**config.mk**
```make
export PLATFORM = sky130hd
export DESIGN_NAME = jtid_tap
export DESIGN_NICKNAME = d
export VERILOG_FILES = /design/src/rtl/jtid_tap.v
export VERILOG_INCLUDE_DIRS = /design/src /design/src/rtl
export SDC_FILE = /design/constraint.sdc
export NUM_CORES = 1
export LEC_CHECK = 0
export ABC_AREA = 1
export BUFFER_PORTS_ARGS = -buffer_cell sky130_fd_sc_hd__buf_2
export CORE_MARGIN = 4
export CORE_UTILIZATION = 53
export DETAILED_ROUTE_END_ITERATION = 6
export PLACE_DENSITY = 0.73
export SLEW_MARGIN = 5
export SYNTH_ARGS = -nofsm -noshare
export SYNTH_HDL_FRONTEND = slang
export SYNTH_SLANG_ARGS = --single-unit
```
**constraint.sdc**
```tcl
create_clock -name clk -period 1.4 [get_ports clk]
set_input_delay 0.28 -clock clk [delete_from_list [all_inputs] [get_ports clk]]
set_output_delay 0.28 -clock clk [all_outputs]
set_load 0.01 [all_outputs]
```
**src/rtl/jtid_defines.vh**
```
// constants for the test access port instruction decoder
`ifndef JTID_DEFINES_VH
`define JTID_DEFINES_VH
// instruction width and codes
`define JTID_IR_W 3
`define JTID_OP_EXTEST 3'h0
`define JTID_OP_IDCODE 3'h1
`define JTID_OP_SAMPZ 3'h2
`define JTID_OP_SAMPLE 3'h4
`define JTID_OP_BYPASS 3'h7
// capture pattern for the two low instruction bits
`define JTID_IR_CAP 2'h1
// reset levels of the pin synchronisers
`define JTID_SYNC_LO 2'h0
`define JTID_SYNC_HI 2'h3
// identification register width
`define JTID_ID_W 32
// tap controller states
`define JTID_S_TLR 4'h0
`define JTID_S_RTI 4'h1
`define JTID_S_SELDR 4'h2
`define JTID_S_CAPDR 4'h3
`define JTID_S_SHDR 4'h4
`define JTID_S_EX1DR 4'h5
`define JTID_S_PSDR 4'h6
`define JTID_S_EX2DR 4'h7
`define JTID_S_UPDR 4'h8
`define JTID_S_SELIR 4'h9
`define JTID_S_CAPIR 4'ha
`define JTID_S_SHIR 4'hb
`define JTID_S_EX1IR 4'hc
`define JTID_S_PSIR 4'hd
`define JTID_S_EX2IR 4'he
`define JTID_S_UPIR 4'hf
`endif

```
**src/rtl/jtid_tap.v**
```verilog
// test access port with instruction decode and data register select
`timescale 1ns/1ps
// How it works
// - code 000 selects boundary scan path
// - code 001 captures and shifts identification
// - code 010 samples ring, outputs high impedance
// - code 100 samples ring, outputs normal
// - code 111 selects one-bit bypass
// - reset loads default instruction
// - codes read binary, msb left
// - three-bit instruction, default identification
// - capture loads 01; update applies instruction
// - 32-bit identification, lsb shifted first
`include "jtid_defines.vh"
module jtid_tap #(
    parameter BSR_W = 8,             // boundary scan length
    parameter [31:0] ID_CODE = 32'h00000001 // arbitrary value
) (
    // clock and control
    clk,
    sys_rst,
    clk_en,
    // jtag pins (asynchronous to clk)
    tck,
    tms,
    tdi,
    tdo,
    tdo_oe_n,
    // i/o ring
    ring_in,
    ring_out,
    ring_drive,
    ram_hiz,
    cur_ir
);
    input wire clk;
    input wire sys_rst;
    input wire clk_en;
    input wire tck;
    input wire tms;
    input wire tdi;
    output reg tdo;
    output reg tdo_oe_n;
    input wire [BSR_W-1:0] ring_in;
    output reg [BSR_W-1:0] ring_out;
    output reg ring_drive;
    output reg ram_hiz;
    output reg [`JTID_IR_W-1:0] cur_ir;

    // -----------------------------------------------------------
    // pin synchronisers
    // -----------------------------------------------------------
    reg [1:0] tck_s_reg; // tck sync stages
    reg [1:0] tms_s_reg; // tms sync stages
    reg [1:0] tdi_s_reg; // tdi sync stages
    reg tck_d_reg; // delayed synced tck
    reg [BSR_W-1:0] ring_s0_reg; // i/o ring first sync stage
    reg [BSR_W-1:0] ring_s1_reg; // i/o ring second sync stage
    // edges of the synced tck, seen one clock after the second stage
    wire tck_rise = tck_s_reg[1] & ~tck_d_reg;
    wire tck_fall = ~tck_s_reg[1] & tck_d_reg;

    // -----------------------------------------------------------
    // tap state and registers
    // -----------------------------------------------------------
    reg [3:0] st_reg; // controller state
    reg [3:0] st_next; // next controller state
    reg [`JTID_IR_W-1:0] irsh_reg; // instruction shift stage
    reg [`JTID_ID_W-1:0] id_reg; // identification shifter
    reg [BSR_W-1:0] bsr_reg; // boundary scan shifter
    reg byp_reg; // bypass bit
    reg so_reg; // serial out, launched on falling tck

    // classify instruction as boundary scan user
    function is_bsr;
        input [`JTID_IR_W-1:0] op;
        begin
            is_bsr = (op == `JTID_OP_EXTEST) |
                     (op == `JTID_OP_SAMPZ) |
                     (op == `JTID_OP_SAMPLE);
        end
    endfunction

    // next state from tms
    always @* begin
        st_next = st_reg;
        case (st_reg)
            `JTID_S_TLR: st_next = tms_s_reg[1] ? `JTID_S_TLR : `JTID_S_RTI;
            `JTID_S_RTI: st_next = tms_s_reg[1] ? `JTID_S_SELDR : `JTID_S_RTI;
            `JTID_S_SELDR: st_next = tms_s_reg[1] ? `JTID_S_SELIR
                                                   : `JTID_S_CAPDR;
            `JTID_S_CAPDR: st_next = tms_s_reg[1] ? `JTID_S_EX1DR
                                                   : `JTID_S_SHDR;
            `JTID_S_SHDR: st_next = tms_s_reg[1] ? `JTID_S_EX1DR
                                                   : `JTID_S_SHDR;
            `JTID_S_EX1DR: st_next = tms_s_reg[1] ? `JTID_S_UPDR
                                                   : `JTID_S_PSDR;
            `JTID_S_PSDR: st_next = tms_s_reg[1] ? `JTID_S_EX2DR
                                                   : `JTID_S_PSDR;
            `JTID_S_EX2DR: st_next = tms_s_reg[1] ? `JTID_S_UPDR
                                                   : `JTID_S_SHDR;
            `JTID_S_UPDR: st_next = tms_s_reg[1] ? `JTID_S_SELDR : `JTID_S_RTI;
            `JTID_S_SELIR: st_next = tms_s_reg[1] ? `JTID_S_TLR
                                                   : `JTID_S_CAPIR;
            `JTID_S_CAPIR: st_next = tms_s_reg[1] ? `JTID_S_EX1IR
                                                   : `JTID_S_SHIR;
            `JTID_S_SHIR: st_next = tms_s_reg[1] ? `JTID_S_EX1IR
                                                   : `JTID_S_SHIR;
            `JTID_S_EX1IR: st_next = tms_s_reg[1] ? `JTID_S_UPIR
                                                   : `JTID_S_PSIR;
            `JTID_S_PSIR: st_next = tms_s_reg[1] ? `JTID_S_EX2IR
                                                   : `JTID_S_PSIR;
            `JTID_S_EX2IR: st_next = tms_s_reg[1] ? `JTID_S_UPIR
                                                   : `JTID_S_SHIR;
            `JTID_S_UPIR: st_next = tms_s_reg[1] ? `JTID_S_SELDR : `JTID_S_RTI;
            default: st_next = `JTID_S_TLR;
        endcase
    end

    // -----------------------------------------------------------
    // sampling, rising-edge and falling-edge work
    // -----------------------------------------------------------
    always @(posedge clk) begin
        if (sys_rst) begin
            tck_s_reg <= `JTID_SYNC_LO;
            tms_s_reg <= `JTID_SYNC_HI; // tms idles high
            tdi_s_reg <= `JTID_SYNC_LO;
            tck_d_reg <= 1'b0;
            ring_s0_reg <= {BSR_W{1'b0}};
            ring_s1_reg <= {BSR_W{1'b0}};
            st_reg <= `JTID_S_TLR;
            irsh_reg <= `JTID_OP_IDCODE;
            cur_ir <= `JTID_OP_IDCODE;
            id_reg <= {`JTID_ID_W{1'b0}};
            bsr_reg <= {BSR_W{1'b0}};
            byp_reg <= 1'b0;
            so_reg <= 1'b0;
            tdo <= 1'b0;
            tdo_oe_n <= 1'b1;
            ring_out <= {BSR_W{1'b0}};
            ring_drive <= 1'b0;
            ram_hiz <= 1'b0;
        end else if (clk_en) begin
            tck_s_reg <= {tck_s_reg[0], tck};
            tms_s_reg <= {tms_s_reg[0], tms};
            tdi_s_reg <= {tdi_s_reg[0], tdi};
            tck_d_reg <= tck_s_reg[1];
            // ring sampled twice; a word caught mid-change may be mixed
            ring_s0_reg <= ring_in;
            ring_s1_reg <= ring_s0_reg;
            // outputs follow the decoded instruction
            // both lag cur_ir by one clock
            ram_hiz <= (cur_ir == `JTID_OP_SAMPZ);
            ring_drive <= (cur_ir == `JTID_OP_EXTEST);
            if (tck_rise) begin
                st_reg <= st_next;
                case (st_reg)
                    // default instruction in reset state
                    `JTID_S_TLR: begin
                        cur_ir <= `JTID_OP_IDCODE;
                    end
                    // capture fixed pattern in low bits
                    `JTID_S_CAPIR: begin
                        irsh_reg <= {irsh_reg[`JTID_IR_W-1:2],
                                     `JTID_IR_CAP};
                    end
                    // tdi enters msb, lsb leaves first
                    `JTID_S_SHIR: begin
                        irsh_reg <= {tdi_s_reg[1],
                                     irsh_reg[`JTID_IR_W-1:1]};
                    end
                    // shifted instruction takes effect only here
                    `JTID_S_UPIR: begin
                        cur_ir <= irsh_reg;
                    end
                    // load selected data register
                    `JTID_S_CAPDR: begin
                        if (cur_ir == `JTID_OP_IDCODE)
                            id_reg <= ID_CODE;
                        else if (is_bsr(cur_ir))
                            bsr_reg <= ring_s1_reg;
                        else
                            byp_reg <= 1'b0;
                    end
                    // shift selected data register
                    `JTID_S_SHDR: begin
                        if (cur_ir == `JTID_OP_IDCODE)
                            id_reg <= {tdi_s_reg[1],
                                       id_reg[`JTID_ID_W-1:1]};
                        else if (is_bsr(cur_ir))
                            bsr_reg <= {tdi_s_reg[1],
                                        bsr_reg[BSR_W-1:1]};
                        else
                            byp_reg <= tdi_s_reg[1];
                    end
                    default: begin
                    end
                endcase
            end
            // falling tck work: serial out, enable, extest update
            if (tck_fall) begin
                // launch tdo on falling edge while shifting
                tdo_oe_n <= ~((st_reg == `JTID_S_SHDR) |
                              (st_reg == `JTID_S_SHIR));
                if (st_reg == `JTID_S_SHIR)
                    so_reg <= irsh_reg[0];
                else if (cur_ir == `JTID_OP_IDCODE)
                    so_reg <= id_reg[0];
                else if (is_bsr(cur_ir))
                    so_reg <= bsr_reg[0];
                else
                    so_reg <= byp_reg;
                // extest drives pins from scan data on update
                if (st_reg == `JTID_S_UPDR &&
                    cur_ir == `JTID_OP_EXTEST)
                    ring_out <= bsr_reg;
            end
            // extra stage keeps tdo a plain flop output
            tdo <= so_reg;
        end
    end
endmodule // jtid_tap

```
[Word-level counts from Yosys, hierarchy flattened]
Cells that the tools add are included.
Operators by class
  add/sub/neg operators: 0
  multiply operators: 0
  divide/modulo/power cells: 0
  $lt $le $gt $ge: 0
  equal/unequal tests: 26
  shift-type cells: 0
  muxes and demuxes: 31
  bitwise gates (word level): 9
  reductions and logical operators: 18
Operators by type and width (count)
  32-bit 2-to-1 mux: 2
  32-bit case mux with 2 select lines: 1
  4-bit case mux with 12 select lines: 1
  4-bit equality test (second input constant): 8
  8-bit 2-to-1 mux: 4
  4-bit by 3-bit equality test with 1-bit output (second input constant): 4
  4-bit 2-to-1 mux: 4
  2-bit != test (second input constant): 8
  8-bit case mux with 2 select lines: 1
  7-bit AND reduction: 2
  3-bit case mux with 2 select lines: 2
  1-bit 2-to-1 mux: 10
  3-bit AND reduction: 3
  4-bit by 2-bit equality test with 1-bit output (second input constant): 2
  2-bit 2-to-1 mux: 3
  3-bit 2-to-1 mux: 2
  2-bit nonzero test: 3
  5-bit AND reduction: 1
  4-bit by 1-bit equality test with 1-bit output (second input constant): 1
  4-bit zero test: 1
  1-bit inverter: 4
  2-bit AND reduction: 2
  4-bit AND reduction: 1
  2-bit OR reduction: 2
  9 further kinds: 12
Word-level totals
  register bits: 87
  bits in latches: 0
  memory bits (writable): 0
  bits in read-only memories: 0
  input bits: 14
  output and inout port bits: 15
  word-level logic and storage cells: 103
  memories: 0

[Depth between registers and ports, before layout]
  depth after elaboration: 6
  depth in mapped cells: 10
  gate-level depth less buffers: 10

[Least setup slack after synthesis]
Ideal clock, no wire load.
  kind: reg-to-reg
  start point: reg st_reg[2]
  end point: reg id_reg[10]
  setup time: 0.132 ns
  arrival time: 1.260 ns
  slack: 0.008 ns
  stages on the path, launching flop included: 10
  period minus slack after synthesis: 1.392 ns
  cell sequence: dfxtp_1 > nor2_2 > nand2_2 > nand2_1 > nand2_2 > nor2_4 > inv_2 > buf_2 > nand2_1 > a21oi_1
On the way
  word-level cells in the longest chain between the ends: 3
  elaborated cells between the ends (all ways): 7
  classes of those cells: 4 x eq/ne; 1 x mux; 2 x reduce/logical
RTL lines
  from (decl): RTL line jtid_tap.v:66  | reg [3:0] st_reg;
  from (signal assigned): RTL line jtid_tap.v:131  | st_reg <= `JTID_S_TLR;
  from (signal assigned): RTL line jtid_tap.v:156  | st_reg <= st_next;
  4-bit by 2-bit equality test with 1-bit output or 4-bit by 3-bit equality test with 1-bit output (tied branches): RTL line jtid_tap.v:157  | case (st_reg)
  2-bit != test (no source line) or 2-bit nonzero test (tied branches)
  5-bit AND reduction (no source line)
  to (signal assigned): RTL line jtid_tap.v:134  | id_reg <= {`JTID_ID_W{1'b0}};
  to (signal assigned): RTL line jtid_tap.v:188  | id_reg <= {tdi_s_reg[1],
  to (decl): RTL line jtid_tap.v:69  | reg [`JTID_ID_W-1:0] id_reg;
Several ways; a longest one is shown, not always the timed one.
A chain may end at the register's enable or synchronous reset.

[Worst setup path in the final report]
  start point: reg st_reg[2]
  end point: reg id_reg[15]
The elaborated chain is that of the path after synthesis.

==> reports/summary.txt <==
first-pass detailed-route iteration total = 4
Post-layout nets = 553
Cells on Worst Hold Path = 3
number of sinks driven by the clock tree = 87
endpoint arrival time on the critical path = 1690 ps
max FFs per register = 32
total detailed-routing wirelength = 8150 µm
Tightest Pin Transition = 254 ps
die extent in x = 89.9 µm
Yosys top cell by area = dfxtp_1
status = finished with violations
area of the core region = 6420 µm²
Site Rows = 29
final setup fails = 4
starting utilization of the core area = 0.553
hold-fix buffers at CTS = 0
WL/cell = 13.1 µm
proportion of synthesized chip area in sequential cells = 0.490
Die Outline Area = 8080 µm²
fraction of synthesized cell area taken by the top area cell type = 0.490
crit end category = register
Antenna Violating Nets Remaining = 0
placed instance count = 599
Peak VDD IR = 1000 µV
number of CTS-inserted buffers = 9
cell mode on critical path = nand2_2
number of diodes = 0
H-tree levels = 3
chip height = 89.9 µm
post-route clock period utilization = 1.01
total via count after detailed routing = 3,273
clock latency reported for the late side of the worst-skew pair = 350 ps
master cell of the clock root buffer = clkbuf_8
slowest stage cell on the critical path = dfxtp_4
number of port buffers = 28
fraction of layout instances using a drive strength above 1 = 0.292
worst min-delay path category = input port to register
data required time at the worst endpoint = 1680 ps
worst slew margin relative to its limit = 0.829
all-layer global routing usage = 0.194
final-report hold violation count = 0
depth of the most critical reg-to-reg path = 10
synthesized instance count = 489
pin count of the biggest net entering global routing = 50
most area-consuming cells after synthesis = dfxtp_1 49%, nand2_1 11%, a21oi_1 9.4%
minimum clock period = 1410 ps
Mean Syn Cell Area = 7.27 µm²
buffer levels on the longest clock path = 2
number of maximum-capacitance constraint violations = 0
number of pins exceeding their max-slew limit in the final report = 0
Post-route DRC = 0
Ys Warns = 0
number of antenna violations at the first check in global routing = 0
placed wire-length estimate after detailed placement = 4940 µm
io pins = 29
static power due to leakage = 1.73 nW
kind of critical path = register to register
first-pass GRT wire length = 13,200 µm
synthesized area = 3550 µm²
CP Max Fanout = 7
longest individual stage delay on the worst path = 400 ps
detail-routed via count per cell = 5.27
kind of start point of the critical path = register
number of nets in the synthesized netlist = 503
post-CTS clock slew at the launch and capture registers of the worst setup and hold paths = 90 ps
final std cells w/o fill = 621
RSZ-0062 raised after global routing = true
Detailed Route Iter0 Violations = 170
core occupancy in the finished layout = 0.713
violated checks = setup timing
overall overflow remaining after global route = 0
count of different cell masters after synthesis = 25
vias in the first global route = 2,894
timing-limited maximum frequency = 709 MHz
worst setup slack after layout = -9.45 ps
Yosys reg bits = 87
total power divided by cell area = 1000 nW/µm²
critical path cell sequence = inv_4 > nor2_4 > nand2_2 > nand2_2 > nand2_2 > nor2_4 > buf_12 > clkbuf_16 > nand3_1 > a21oi_1
post-route clock skew = 9.44 ps
CTS tree = built
synth-to-layout area growth = 28.8%
global placer's final weighted congestion = 0.939
per-stage QoR:
| step | setup slack [ps] | hold WS [ps] | TNS [ps] | total power [mW] | area, µm² |
|---|---|---|---|---|---|
| 2_1_floorplan | 7.74 | 406 | 0 | 2.74 | 3550 |
| 4_1_cts | -23.1 | 124 | -247 | 4.60 | 4280 |
| 6_report | -9.45 | 138 | -27.2 | 4.59 | 4580 |
| 3_3_place_gp | -51.1 | 445 | -668 | 2.83 | 3960 |
| 5_1_grt | -92.7 | 155 | -1830 | 4.75 | 4580 |
| 3_5_place_dp | -107 | 447 | -2310 | 2.83 | 3960 |
power by group:
group | total [mW] | switching, mW | internal (mW)
clock | 1.81 | 0.949 | 0.857
combinational | 0.236 | 0.144 | 0.0920
sequential | 2.55 | 0.0270 | 2.52
total | 4.59 | 1.12 | 3.47
critical path, delay by kind of cell, from the launching register on:
| family | cells | cell delay [ps] |
|---|---|---|
| simple gates | 6 | 450 |
| compound gates | 1 | 130 |
| flops | 1 | 400 |
| buf+inv | 3 | 360 |
timing repair:
| item | in CTS | in global routing |
|---|---|---|
| endpoints found under the setup margin | 48 | 54 |
| gates cloned | 2 | 2 |
| gates resized for setup | 15 | 77 |
| setup buffers | 2 | 0 |
| pin swaps | 5 | 14 |
final timing paths:
kind / slack (ps) / start / to
max reg2reg: -9 / st_reg[2] / id_reg[15]
max: -9 / st_reg[2] / id_reg[15]
min reg2reg: 470 / ring_out[4] / ring_out[4]
min: 140 / tms / tms_s_reg[0]
area by class of cell:
| class | instances | area (µm²) |
|---|---|---|
| sequential | 87 | 1750 |
| multi-input combinational | 345 | 1830 |
| timing repair buffer | 67 | 573 |
| inverter | 29 | 119 |
| clock inverter | 6 | 77.6 |
| fill | 482 | 1850 |
| clock buffer | 10 | 128 |
| tap | 77 | 96.3 |
kinds of logic (layout without fill, tap and decap cells):
group	count (synthesis)	count (layout)	synth area share
simple gates	223	224	0.261
compound gates	121	121	0.176
flops	87	87	0.490
buf+inv	58	112	0.0736
placed cells by master, fill, tap and decap left out, drive strengths merged:
| master | n |
|---|---|
| o211ai | 1 |
| dfxtp | 87 |
| clkinvlp | 1 |
| nand2 | 108 |
| o22ai | 1 |
| clkinv | 3 |
| a31oi | 1 |
| nor3 | 3 |
| and2 | 1 |
| bufinv | 1 |
| nand3 | 49 |
| o21a | 1 |
| nor2 | 63 |
| o21ai | 49 |
| clkbuf | 11 |
| a21oi | 68 |
| inv | 30 |
| buf | 66 |
synthesized netlist by cell type:
library cell / n
a31oi_1: 1
dfxtp_1: 87
nand2_1: 104
clkbuf_1: 13
o22ai_1: 1
inv_2: 3
a21oi_4: 1
nor2_1: 59
o21ai_0: 47
nor2_4: 1
nor2_2: 3
clkinv_1: 1
buf_6: 3
o21a_1: 1
buf_4: 3
a21oi_1: 67
and2_1: 1
buf_2: 8
nand2_2: 3
inv_1: 25
o211ai_1: 1
nor3_1: 3
nand3_1: 49
buf_1: 2
o21ai_1: 2
metal layers:
metal,share of wire,global-route usage,up-vias
met1,0.47,0.264,1491
met2,0.48,0.309,61
li1,-,-,1709
met5,0,0,-
met4,0.016,0.0778,0
met3,0.033,0.0326,12
Note: power is estimated with default switching activity, not from simulation.
